### src/cal_window_pkg.sv
package cal_window_pkg;
  // special-function register addresses
  localparam logic [7:0] ADDR_CALIBRATION_POINTER       = 8'hBA;
  localparam logic [7:0] ADDR_CALIBRATION_COEFFICIENT   = 8'hBB;
  localparam logic [7:0] ADDR_CONVERTER_CONTROL         = 8'hE8;
  localparam logic [7:0] ADDR_GREATER_THAN_LIMIT_LOW    = 8'hC4;
  localparam logic [7:0] ADDR_GREATER_THAN_LIMIT_HIGH   = 8'hC5;
  localparam logic [7:0] ADDR_LESS_THAN_LIMIT_LOW       = 8'hC6;
  localparam logic [7:0] ADDR_LESS_THAN_LIMIT_HIGH      = 8'hC7;
  // pointer fields
  localparam int         PTR_POINTER_AUTO_INCREMENT_BIT   = 7;
  localparam int         PTR_SEL_BIT    = 6;
  localparam int         PTR_LOC_W      = 6;
  localparam logic [7:0] POINTER_RESET  = 8'hD7;
  // converter control fields
  localparam int         CTL_WINT_BIT   = 5;
  localparam int         CTL_DIFF_BIT   = 0;
  localparam logic [7:0] CONTROL_RESET  = 8'h00;
  // coefficient space
  localparam int         COEF_DEPTH     = 64;
  localparam logic [5:0] LOC_LIN_LAST   = 6'h12;
  localparam logic [5:0] LOC_OFFSET_LO  = 6'h13;
  localparam logic [5:0] LOC_OFFSET_HI  = 6'h14;
  localparam logic [5:0] LOC_GAIN_LO    = 6'h15;
  localparam logic [5:0] LOC_GAIN_HI    = 6'h16;
  localparam logic [7:0] OFFSET_HI_MASK = 8'h3F;
  localparam logic [7:0] GAIN_HI_MASK   = 8'h1F;
  localparam logic [7:0] LIMIT_RESET    = 8'h00;
endpackage

### src/adc_cal_access_and_window_detect.sv
`timescale 1ns/10ps
`default_nettype none
module adc_cal_access_and_window_detect (
  input  wire logic        i_ref_clk,
  input  wire logic        i_rst,
  input  wire logic [7:0]  i_sfr_addr,
  input  wire logic        i_sfr_wr,
  input  wire logic        i_sfr_rd,
  input  wire logic [7:0]  i_sfr_wdata,
  output logic      [7:0]  o_sfr_rdata,
  input  wire logic        i_conv_done,
  input  wire logic [15:0] i_first_converter_data,
  output logic             o_window_compare_flag
);
  logic [7:0]  calibration_pointer;
  logic [7:0]  converter_control;
  logic [7:0]  greater_than_limit_high;
  logic [7:0]  greater_than_limit_low;
  logic [7:0]  less_than_limit_high;
  logic [7:0]  less_than_limit_low;
  logic [7:0]  coef_mem [0:2*cal_window_pkg::COEF_DEPTH-1];
  logic [7:0]  rdata;
  logic [7:0]  next_pointer;
  logic [7:0]  next_control;

  function automatic logic hit(input logic [7:0] a, input logic [7:0] b);
    hit = (a == b);
  endfunction

  wire         sel_ptr  = hit(i_sfr_addr,
                              cal_window_pkg::ADDR_CALIBRATION_POINTER);
  wire         sel_coef = hit(i_sfr_addr,
                              cal_window_pkg::ADDR_CALIBRATION_COEFFICIENT);
  wire         sel_ctl  = hit(i_sfr_addr,
                              cal_window_pkg::ADDR_CONVERTER_CONTROL);
  wire         sel_gtl  = hit(i_sfr_addr,
                              cal_window_pkg::ADDR_GREATER_THAN_LIMIT_LOW);
  wire         sel_gth  = hit(i_sfr_addr,
                              cal_window_pkg::ADDR_GREATER_THAN_LIMIT_HIGH);
  wire         sel_ltl  = hit(i_sfr_addr,
                              cal_window_pkg::ADDR_LESS_THAN_LIMIT_LOW);
  wire         sel_lth  = hit(i_sfr_addr,
                              cal_window_pkg::ADDR_LESS_THAN_LIMIT_HIGH);

  wire [5:0]   coefficient_location =
    calibration_pointer[cal_window_pkg::PTR_LOC_W-1:0];
  wire         converter_select =
    calibration_pointer[cal_window_pkg::PTR_SEL_BIT];
  wire         pointer_auto_increment =
    calibration_pointer[cal_window_pkg::PTR_POINTER_AUTO_INCREMENT_BIT];
  wire [6:0]   coef_index = {converter_select, coefficient_location};
  wire         coef_access = sel_coef & (i_sfr_wr | i_sfr_rd);
  wire [5:0]   next_location = coefficient_location + 6'h01;

  // unused upper bits of offset and gain high bytes store as zero
  wire [7:0]   coef_wmask =
    (coefficient_location == cal_window_pkg::LOC_OFFSET_HI) ?
      cal_window_pkg::OFFSET_HI_MASK :
    (coefficient_location == cal_window_pkg::LOC_GAIN_HI) ?
      cal_window_pkg::GAIN_HI_MASK : 8'hFF;

  wire         diff_mode = converter_control[cal_window_pkg::CTL_DIFF_BIT];
  wire [15:0]  gt_word = {greater_than_limit_high,
                          greater_than_limit_low};
  wire [15:0]  lt_word = {less_than_limit_high, less_than_limit_low};
  // first converter data holds the differential word in diff mode
  wire [15:0]  sample = i_first_converter_data;
  // signed compare via msb flip in differential mode
  wire [15:0]  s_cmp  = {sample[15] ^ diff_mode, sample[14:0]};
  wire [15:0]  gt_cmp = {gt_word[15] ^ diff_mode, gt_word[14:0]};
  wire [15:0]  lt_cmp = {lt_word[15] ^ diff_mode, lt_word[14:0]};
  wire         above_gt = s_cmp > gt_cmp;
  wire         below_lt = s_cmp < lt_cmp;
  wire         inside_mode = gt_cmp < lt_cmp;
  wire         window_hit = inside_mode ? (above_gt & below_lt)
                                        : (above_gt | below_lt);
  wire         set_flag = i_conv_done & window_hit;

  // pointer write wins over a same-cycle increment
  always_comb begin
    next_pointer = calibration_pointer;
    if (i_sfr_wr && sel_ptr) begin
      next_pointer = i_sfr_wdata;
    end else if (coef_access && pointer_auto_increment) begin
      next_pointer[5:0] = next_location;
    end
  end

  always_ff @(posedge i_ref_clk) begin
    if (i_rst) begin
      calibration_pointer <= cal_window_pkg::POINTER_RESET;
    end else begin
      calibration_pointer <= next_pointer;
    end
  end

  always_ff @(posedge i_ref_clk) begin
    if (i_sfr_wr && sel_coef) begin
      coef_mem[coef_index] <= i_sfr_wdata & coef_wmask;
    end
  end

  always_ff @(posedge i_ref_clk) begin
    if (i_rst) begin
      greater_than_limit_high <= cal_window_pkg::LIMIT_RESET;
    end else if (i_sfr_wr && sel_gth) begin
      greater_than_limit_high <= i_sfr_wdata;
    end
  end

  always_ff @(posedge i_ref_clk) begin
    if (i_rst) begin
      greater_than_limit_low <= cal_window_pkg::LIMIT_RESET;
    end else if (i_sfr_wr && sel_gtl) begin
      greater_than_limit_low <= i_sfr_wdata;
    end
  end

  always_ff @(posedge i_ref_clk) begin
    if (i_rst) begin
      less_than_limit_high <= cal_window_pkg::LIMIT_RESET;
    end else if (i_sfr_wr && sel_lth) begin
      less_than_limit_high <= i_sfr_wdata;
    end
  end

  always_ff @(posedge i_ref_clk) begin
    if (i_rst) begin
      less_than_limit_low <= cal_window_pkg::LIMIT_RESET;
    end else if (i_sfr_wr && sel_ltl) begin
      less_than_limit_low <= i_sfr_wdata;
    end
  end

  // set beats a same-cycle software clear
  always_comb begin
    next_control = converter_control;
    if (i_sfr_wr && sel_ctl) begin
      next_control = i_sfr_wdata;
    end
    if (set_flag) begin
      next_control[cal_window_pkg::CTL_WINT_BIT] = 1'b1;
    end
  end

  always_ff @(posedge i_ref_clk) begin
    if (i_rst) begin
      converter_control <= cal_window_pkg::CONTROL_RESET;
    end else begin
      converter_control <= next_control;
    end
  end

  // read mux, unmapped addresses read zero
  always_comb begin
    rdata = 8'h00;
    case (i_sfr_addr)
      cal_window_pkg::ADDR_CALIBRATION_POINTER: begin
        rdata = calibration_pointer;
      end
      cal_window_pkg::ADDR_CALIBRATION_COEFFICIENT: begin
        rdata = coef_mem[coef_index];
      end
      cal_window_pkg::ADDR_CONVERTER_CONTROL: begin
        rdata = converter_control;
      end
      cal_window_pkg::ADDR_GREATER_THAN_LIMIT_HIGH: begin
        rdata = greater_than_limit_high;
      end
      cal_window_pkg::ADDR_GREATER_THAN_LIMIT_LOW: begin
        rdata = greater_than_limit_low;
      end
      cal_window_pkg::ADDR_LESS_THAN_LIMIT_HIGH: begin
        rdata = less_than_limit_high;
      end
      cal_window_pkg::ADDR_LESS_THAN_LIMIT_LOW: begin
        rdata = less_than_limit_low;
      end
      default: begin
        rdata = 8'h00;
      end
    endcase
  end

  always_ff @(posedge i_ref_clk) begin
    if (i_rst) begin
      o_sfr_rdata <= 8'h00;
    end else if (i_sfr_rd) begin
      o_sfr_rdata <= rdata;
    end
  end

  assign o_window_compare_flag =
    converter_control[cal_window_pkg::CTL_WINT_BIT];
endmodule
`default_nettype wire

### config.mk
export PLATFORM = sky130hd
export DESIGN_NAME = adc_cal_access_and_window_detect
export DESIGN_NICKNAME = d
export VERILOG_FILES = /design/src/cal_window_pkg.sv /design/src/adc_cal_access_and_window_detect.sv
export SDC_FILE = /design/constraint.sdc
export NUM_CORES = 1
export LEC_CHECK = 0
export BUFFER_PORTS_ARGS = -buffer_cell sky130_fd_sc_hd__buf_2
export CAP_MARGIN = 20
export CORE_MARGIN = 2
export CORE_UTILIZATION = 35
export CTS_CLUSTER_DIAMETER = 50
export DETAILED_ROUTE_END_ITERATION = 12
export GPL_ROUTABILITY_DRIVEN = 0
export SLEW_MARGIN = 25
export SYNTH_ARGS = -nofsm -noshare
export SYNTH_HDL_FRONTEND = slang
export SYNTH_SLANG_ARGS = --single-unit
### constraint.sdc
create_clock -name i_ref_clk -period 6.9 [get_ports i_ref_clk]
set_input_delay 0.345 -clock i_ref_clk [delete_from_list [all_inputs] [get_ports i_ref_clk]]
set_output_delay 0.345 -clock i_ref_clk [all_outputs]
set_load 0.01 [all_outputs]
### Word-level counts from Yosys, hierarchy flattened

Memories as Yosys holds them, arrays and structs flattened.
Index checks and enable logic that the tools add are counted.

| word-level totals | value |
|---|---|
| flip-flop bits (word level) | 56 |
| latch bits | 0 |
| RAM bits | 1,024 |
| memory bits (read-only) | 0 |
| bits of input ports | 37 |
| output and inout bits | 9 |
| logic and storage cells | 52 |
| memories kept | 1 |

Memory list:

| name | words | width | rd ports | clocked after memory_dff | write ports | RTL line | RTL |
|---|---|---|---|---|---|---|---|
| coef_mem | 128 | 8 | 1 | 0 | 1 | adc_cal_access_and_window_detect.sv:21 | `logic [7:0] coef_mem [0:2*cal_window_pkg::COEF_DEPTH-1];` |

| operators by class | value |
|---|---|
| add/sub/neg operators | 1 |
| $mul | 0 |
| divide/modulo/power cells | 0 |
| order comparisons | 3 |
| equality and inequality tests | 9 |
| shift operators | 0 |
| muxes and demuxes | 10 |
| bitwise logic cells | 9 |
| reduce and logical (&&, ||, !) cells | 10 |

Operator list:

| operator | number |
|---|---|
| == test 8 bit (second input constant) | 7 |
| one-hot mux 8 bit (7 select lines) | 1 |
| < comparator 16 bit | 2 |
| two-way mux 6 bit | 3 |
| > comparator 16 bit | 1 |
| two-way mux 8 bit | 2 |
| == test 6 x 5 -> 1 bit (second input constant) | 2 |
| AND 8 bit | 1 |
| logical AND 1 bit | 8 |
| adder 6 x 1 -> 6 bit (second input constant) | 1 |
| two-way mux 1 bit | 4 |
| nonzero test 2 bit | 2 |
| AND 1 bit | 3 |
| bitwise XOR 1 bit | 3 |
| bitwise OR 1 bit | 2 |

### Logic depth before layout (Yosys ltp)

| depth | value |
|---|---|
| word-level depth | 6 |
| depth in mapped cells | 12 |
| depth with buffers taken out | 9 |

### Worst setup path after synthesis

Ideal clock, no wire load.

| timing path | value |
|---|---|
| kind | reg2reg |
| start point | register calibration_pointer[0] |
| end point | memory coef_mem[0][6] (data pin) |
| setup time | 0.827 ns |
| arrival time | 4.762 ns |
| required time | 6.073 ns |
| setup slack | 1.311 ns |
| cell stages (with the launch flop) | 11 |
| buffers on the path | 5 |
| period minus slack after synthesis | 5.589 ns |
| path through | dfxtp_1 -> buf_6 -> buf_6 -> inv_2 -> buf_2 -> buf_2 -> buf_1 -> ha_1 -> nor2_1 -> nor2_1 -> nor2b_1 |

| on the way | value |
|---|---|
| cells in the longest elaborated chain, start to end | 4 |
| elaborated cells on any way between the ends | 5 |
| classes of those cells | eq/ne (2); mux (2); bitwise (1) |

Ends and longest elaborated chain:

| what | RTL line | RTL |
|---|---|---|
| start, declared | adc_cal_access_and_window_detect.sv:15 | `logic [7:0] calibration_pointer;` |
| start signal, assigned | adc_cal_access_and_window_detect.sv:91 | `calibration_pointer <= cal_window_pkg::POINTER_RESET;` |
| start signal, assigned | adc_cal_access_and_window_detect.sv:93 | `calibration_pointer <= next_pointer;` |
| == test 6 x 5 -> 1 bit | adc_cal_access_and_window_detect.sv:59 | `(coefficient_location == cal_window_pkg::LOC_GAIN_HI) ?` |
| two-way mux 8 bit | adc_cal_access_and_window_detect.sv:59 |  |
| two-way mux 8 bit * | adc_cal_access_and_window_detect.sv:57 | `(coefficient_location == cal_window_pkg::LOC_OFFSET_HI) ?` |
| AND 8 bit * | adc_cal_access_and_window_detect.sv:99 | `coef_mem[coef_index] <= i_sfr_wdata & coef_wmask;` |
| end, declared | adc_cal_access_and_window_detect.sv:21 |  |

Mark *: on every way between the ends. The rest lies on a longest branch, timed or not.

### Worst setup path in the final report

| timing path | value |
|---|---|
| start point | register calibration_pointer[0] |
| end point | register o_sfr_rdata[5] |

| on the way | value |
|---|---|
| cells in the longest elaborated chain, start to end | 2 |

Ends and longest elaborated chain:

| what | RTL line | RTL |
|---|---|---|
| memory (128 x 8 bit) | -- |  |
| one-hot mux 8 bit (7 select lines) | adc_cal_access_and_window_detect.sv:157 | `case (i_sfr_addr)` |
| end signal, assigned | adc_cal_access_and_window_detect.sv:189 | `o_sfr_rdata <= rdata;` |
| end, declared | adc_cal_access_and_window_detect.sv:10 | `output logic [7:0] o_sfr_rdata,` |

No other way between the ends.
A chain may end at the register's enable or synchronous reset.

==> impl_metrics.json <==
{
  "run_status": "completed",
  "instances_no_fill": 4479,
  "clk_latency_ns": 0.71,
  "cts_tree": "done",
  "dr.pass1.iters": 7,
  "drt_iter0_drc": 3842,
  "cts_repair_resize_count": 0,
  "layout_setup_ws_ns": 2.39,
  "postCtsHoldBufs": 3,
  "dieHeight_microns": 358,
  "cts_made_buffers": 115,
  "post_cts_buffers": 0,
  "dpl.hpwl_microns": 80800,
  "start_util_pct": 35.1,
  "pin_count": 46,
  "fin_crit_sh_pct": 65.3,
  "io_buffers": 45,
  "die_area_sq_mm": 0.128,
  "via_count": 26232,
  "coreArea_sq_mm": 0.125,
  "leakage_nw": 16.2,
  "synth_top_cell_by_area": "edfxtp_1",
  "grt_pass1_vias": 25403,
  "diodes": 0,
  "grt_max_degree": 97,
  "rsz0062_at_grt": "no",
  "antenna_found_initial": 2,
  "grt_first_pass_wirelength_microns": 189000,
  "die_x_microns": 358,
  "drc": 0,
  "crit_path_end_kind": "flop",
  "max_freq_mhz": 222,
  "seq_area_frac_synth_pct": 72.5,
  "dp_cells": 4260,
  "synthDistinctLibCells": 81,
  "dpl_worst_slack_ns": 2.41,
  "power_density_mw_per_mm2": 271,
  "ys_ff_latch": 1080,
  "synth_compound_area_share_pct": 9.62,
  "slew_violations": 0,
  "areaGrowthSynthToFinish_pct": 13.2,
  "syn_inst": 2679,
  "ys_async_sr_fraction_pct": 0,
  "hold_viol": 0,
  "mostFrequentLayoutCells": "1024 x edfxtp_1, 201 x nor2_1, 134 x nand2_1",
  "synth_top_area_share_pct": 70.0,
  "nNetsFinal": 2817,
  "grtUsageTotal_pct": 20.4,
  "cts_sinks": 1080,
  "setup_viol": 0,
  "synth_mux_area_share_pct": 9.08,
  "yosysWarningCount": 0,
  "syn_area_per_cell_sq_um": 16.4,
  "cts_root_buffer": "clkbuf_16",
  "routed_wl_microns": 133000,
  "period_needed_ns": 4.51,
  "num_rows": 130,
  "clock_power_share_pct": 45.0,
  "yosys.area_share.simple_pct": 4.85,
  "power_frac_seq_pct": 53.2,
  "peakVddDrop_mv": 0.202,
  "cp_data_required_time_ns": 7.55,
  "synth_nets": 2765,
  "drive_above_1_share_pct": 16.9,
  "final_common_cell": "edfxtp_1",
  "synth.area.top_cells": "edfxtp_1 70%, mux4_2 4.1%, dfxtp_1 2.6%",
  "cts_buffer_depth": 3,
  "grt-ovfl-total": 0,
  "worstMarginPinSlew_ns": 1.17,
  "fin_tns_setup_ns": 0,
  "fillers": 11259,
  "critPathKind": "flop to flop",
  "swShare_pct": 20.5,
  "crit_fanout": 40,
  "hold_class": "primary input to flop",
  "fin_skew_ns": 0.0342,
  "synth_top_family_by_area": "compound AO/OA/AOI/OAI gates",
  "p_comb_share_pct": 1.8,
  "cp.arrival_ns": 5.16,
  "synth_edf_count": 1024,
  "cap_violations": 0,
  "intPower_mw": 10.7,
  "synthXorXnorAreaFrac_pct": 0.0598,
  "drtAntennaViolNets": 0,
  "cp-start-kind": "flop",
  "viasPerCell": 5.86,
  "dominantRegCellSynth": "edfxtp_1",
  "clkSlewWorstSetupHoldPaths_ns": 0.06,
  "post_synth_fa_ha_maj_area_fraction_pct": 1.40,
  "wl_per_cell_microns": 29.7,
  "max_slew_margin_pct": 21.3,
  "cts_max_level": 3,
  "p_sw_mw": 2.77,
  "synthesis.area_sq_mm": 0.0439
}
cell families after synthesis:
group,Yosys count
XOR/XNOR,3
buffers and inverters,220
adder cells (fa/ha/maj),49
flip-flops,1080
AO/OA/AOI/OAI,566
multiplexers,286
AND/OR/NAND/NOR,475
routing by layer:
metal	vias to the layer above	global-route usage [%]	wire (microns)	share of wire, %
met5	-	0	7	0.0053
met2	1567	31.1	59800	45
met3	313	4.95	14700	11
met1	13432	28.4	53600	40
li1	10918	-	-	-
met4	2	7.21	5050	3.8
flip-flops by register name (all words and copies together) (netlist names):
signal,flops
calibration_pointer,8
converter_control,8
greater_than_limit_high,8
greater_than_limit_low,8
o_sfr_rdata,8
coef_mem,1024
less_than_limit_high,8
less_than_limit_low,8
power by group through the flow:
stage	registers (mW)	clock network [mW]	logic, mW
global placement	7.31	0	0.234
detailed placement	7.31	0	0.238
finish	7.17	6.07	0.241
floorplan	7.31	0	0.0866
global route	7.17	6.36	0.259
CTS	7.17	6.11	0.240
path summary, 6_finish.rpt:
path,from,end,slack (ns),depth (start not counted)
setup reg to reg,calibration_pointer[0],o_sfr_rdata[5],2.39,9
setup / recovery,calibration_pointer[0],o_sfr_rdata[5],2.39,9
hold reg to reg,converter_control[7],converter_control[7],0.46,2
hold / removal,i_conv_done,converter_control[5],0.04,4
final cells by class:
class                      instances  area [sq um]  area share [%]
clock buffer                     150          3140            6.31
clock inverter                    65           546            1.10
inverter                          43           163           0.327
multi-input combinational       1379         11100            22.3
sequential                      1080         31900            64.1
tap                             1650          2060            4.15
timing repair buffer             112           840            1.69
cell usage after synthesis (all sizes together), types with 4 or more instances:
cell type	count
a31oi	12
a22oi	77
a2111oi	4
o211ai	17
o2bb2ai	9
dfxtp	56
mux2	101
clkbuf	69
a21oi	80
nor2b	14
nor4	9
inv	41
o22a	8
and2	9
a221oi	115
o2111ai	4
nor2	211
a22o	25
nand3	27
a211o	5
nand3b	6
mux2i	105
nand2	134
mux4	80
edfxtp	1024
buf	108
or4	4
nand4	16
nand2b	10
ha	49
o21ai	71
nor3	15
and3	6
a21o	15
a211oi	15
a222oi	9
o221ai	11
a21boi	5
o22ai	23
a221o	29
per-stage QoR:
stage	util (%)	cell area (sq um)	hold WS (ns)	total power, mW
2_1_floorplan	-	43900	0.436	7.40
3_3_place_gp	36.8	46000	0.444	7.54
3_5_place_dp	36.8	46000	0.451	7.55
4_1_cts	39.7	49700	0.0118	13.5
5_1_grt	39.8	49700	0.0623	13.8
6_report	39.8	49700	0.0390	13.5
critical path: stages, from the launching register on:
cell and delay, ns:
dfxtp_4 0.83, buf_4 0.61, nor2b_4 0.95, a221oi_1 0.22, or2_2 0.34, a2111oi_0 0.88
buf_4 0.23, a41oi_1 0.04, o311ai_1 0.12, a221o_1 0.19
No activity file was read; power rests on OpenSTA's default activity.
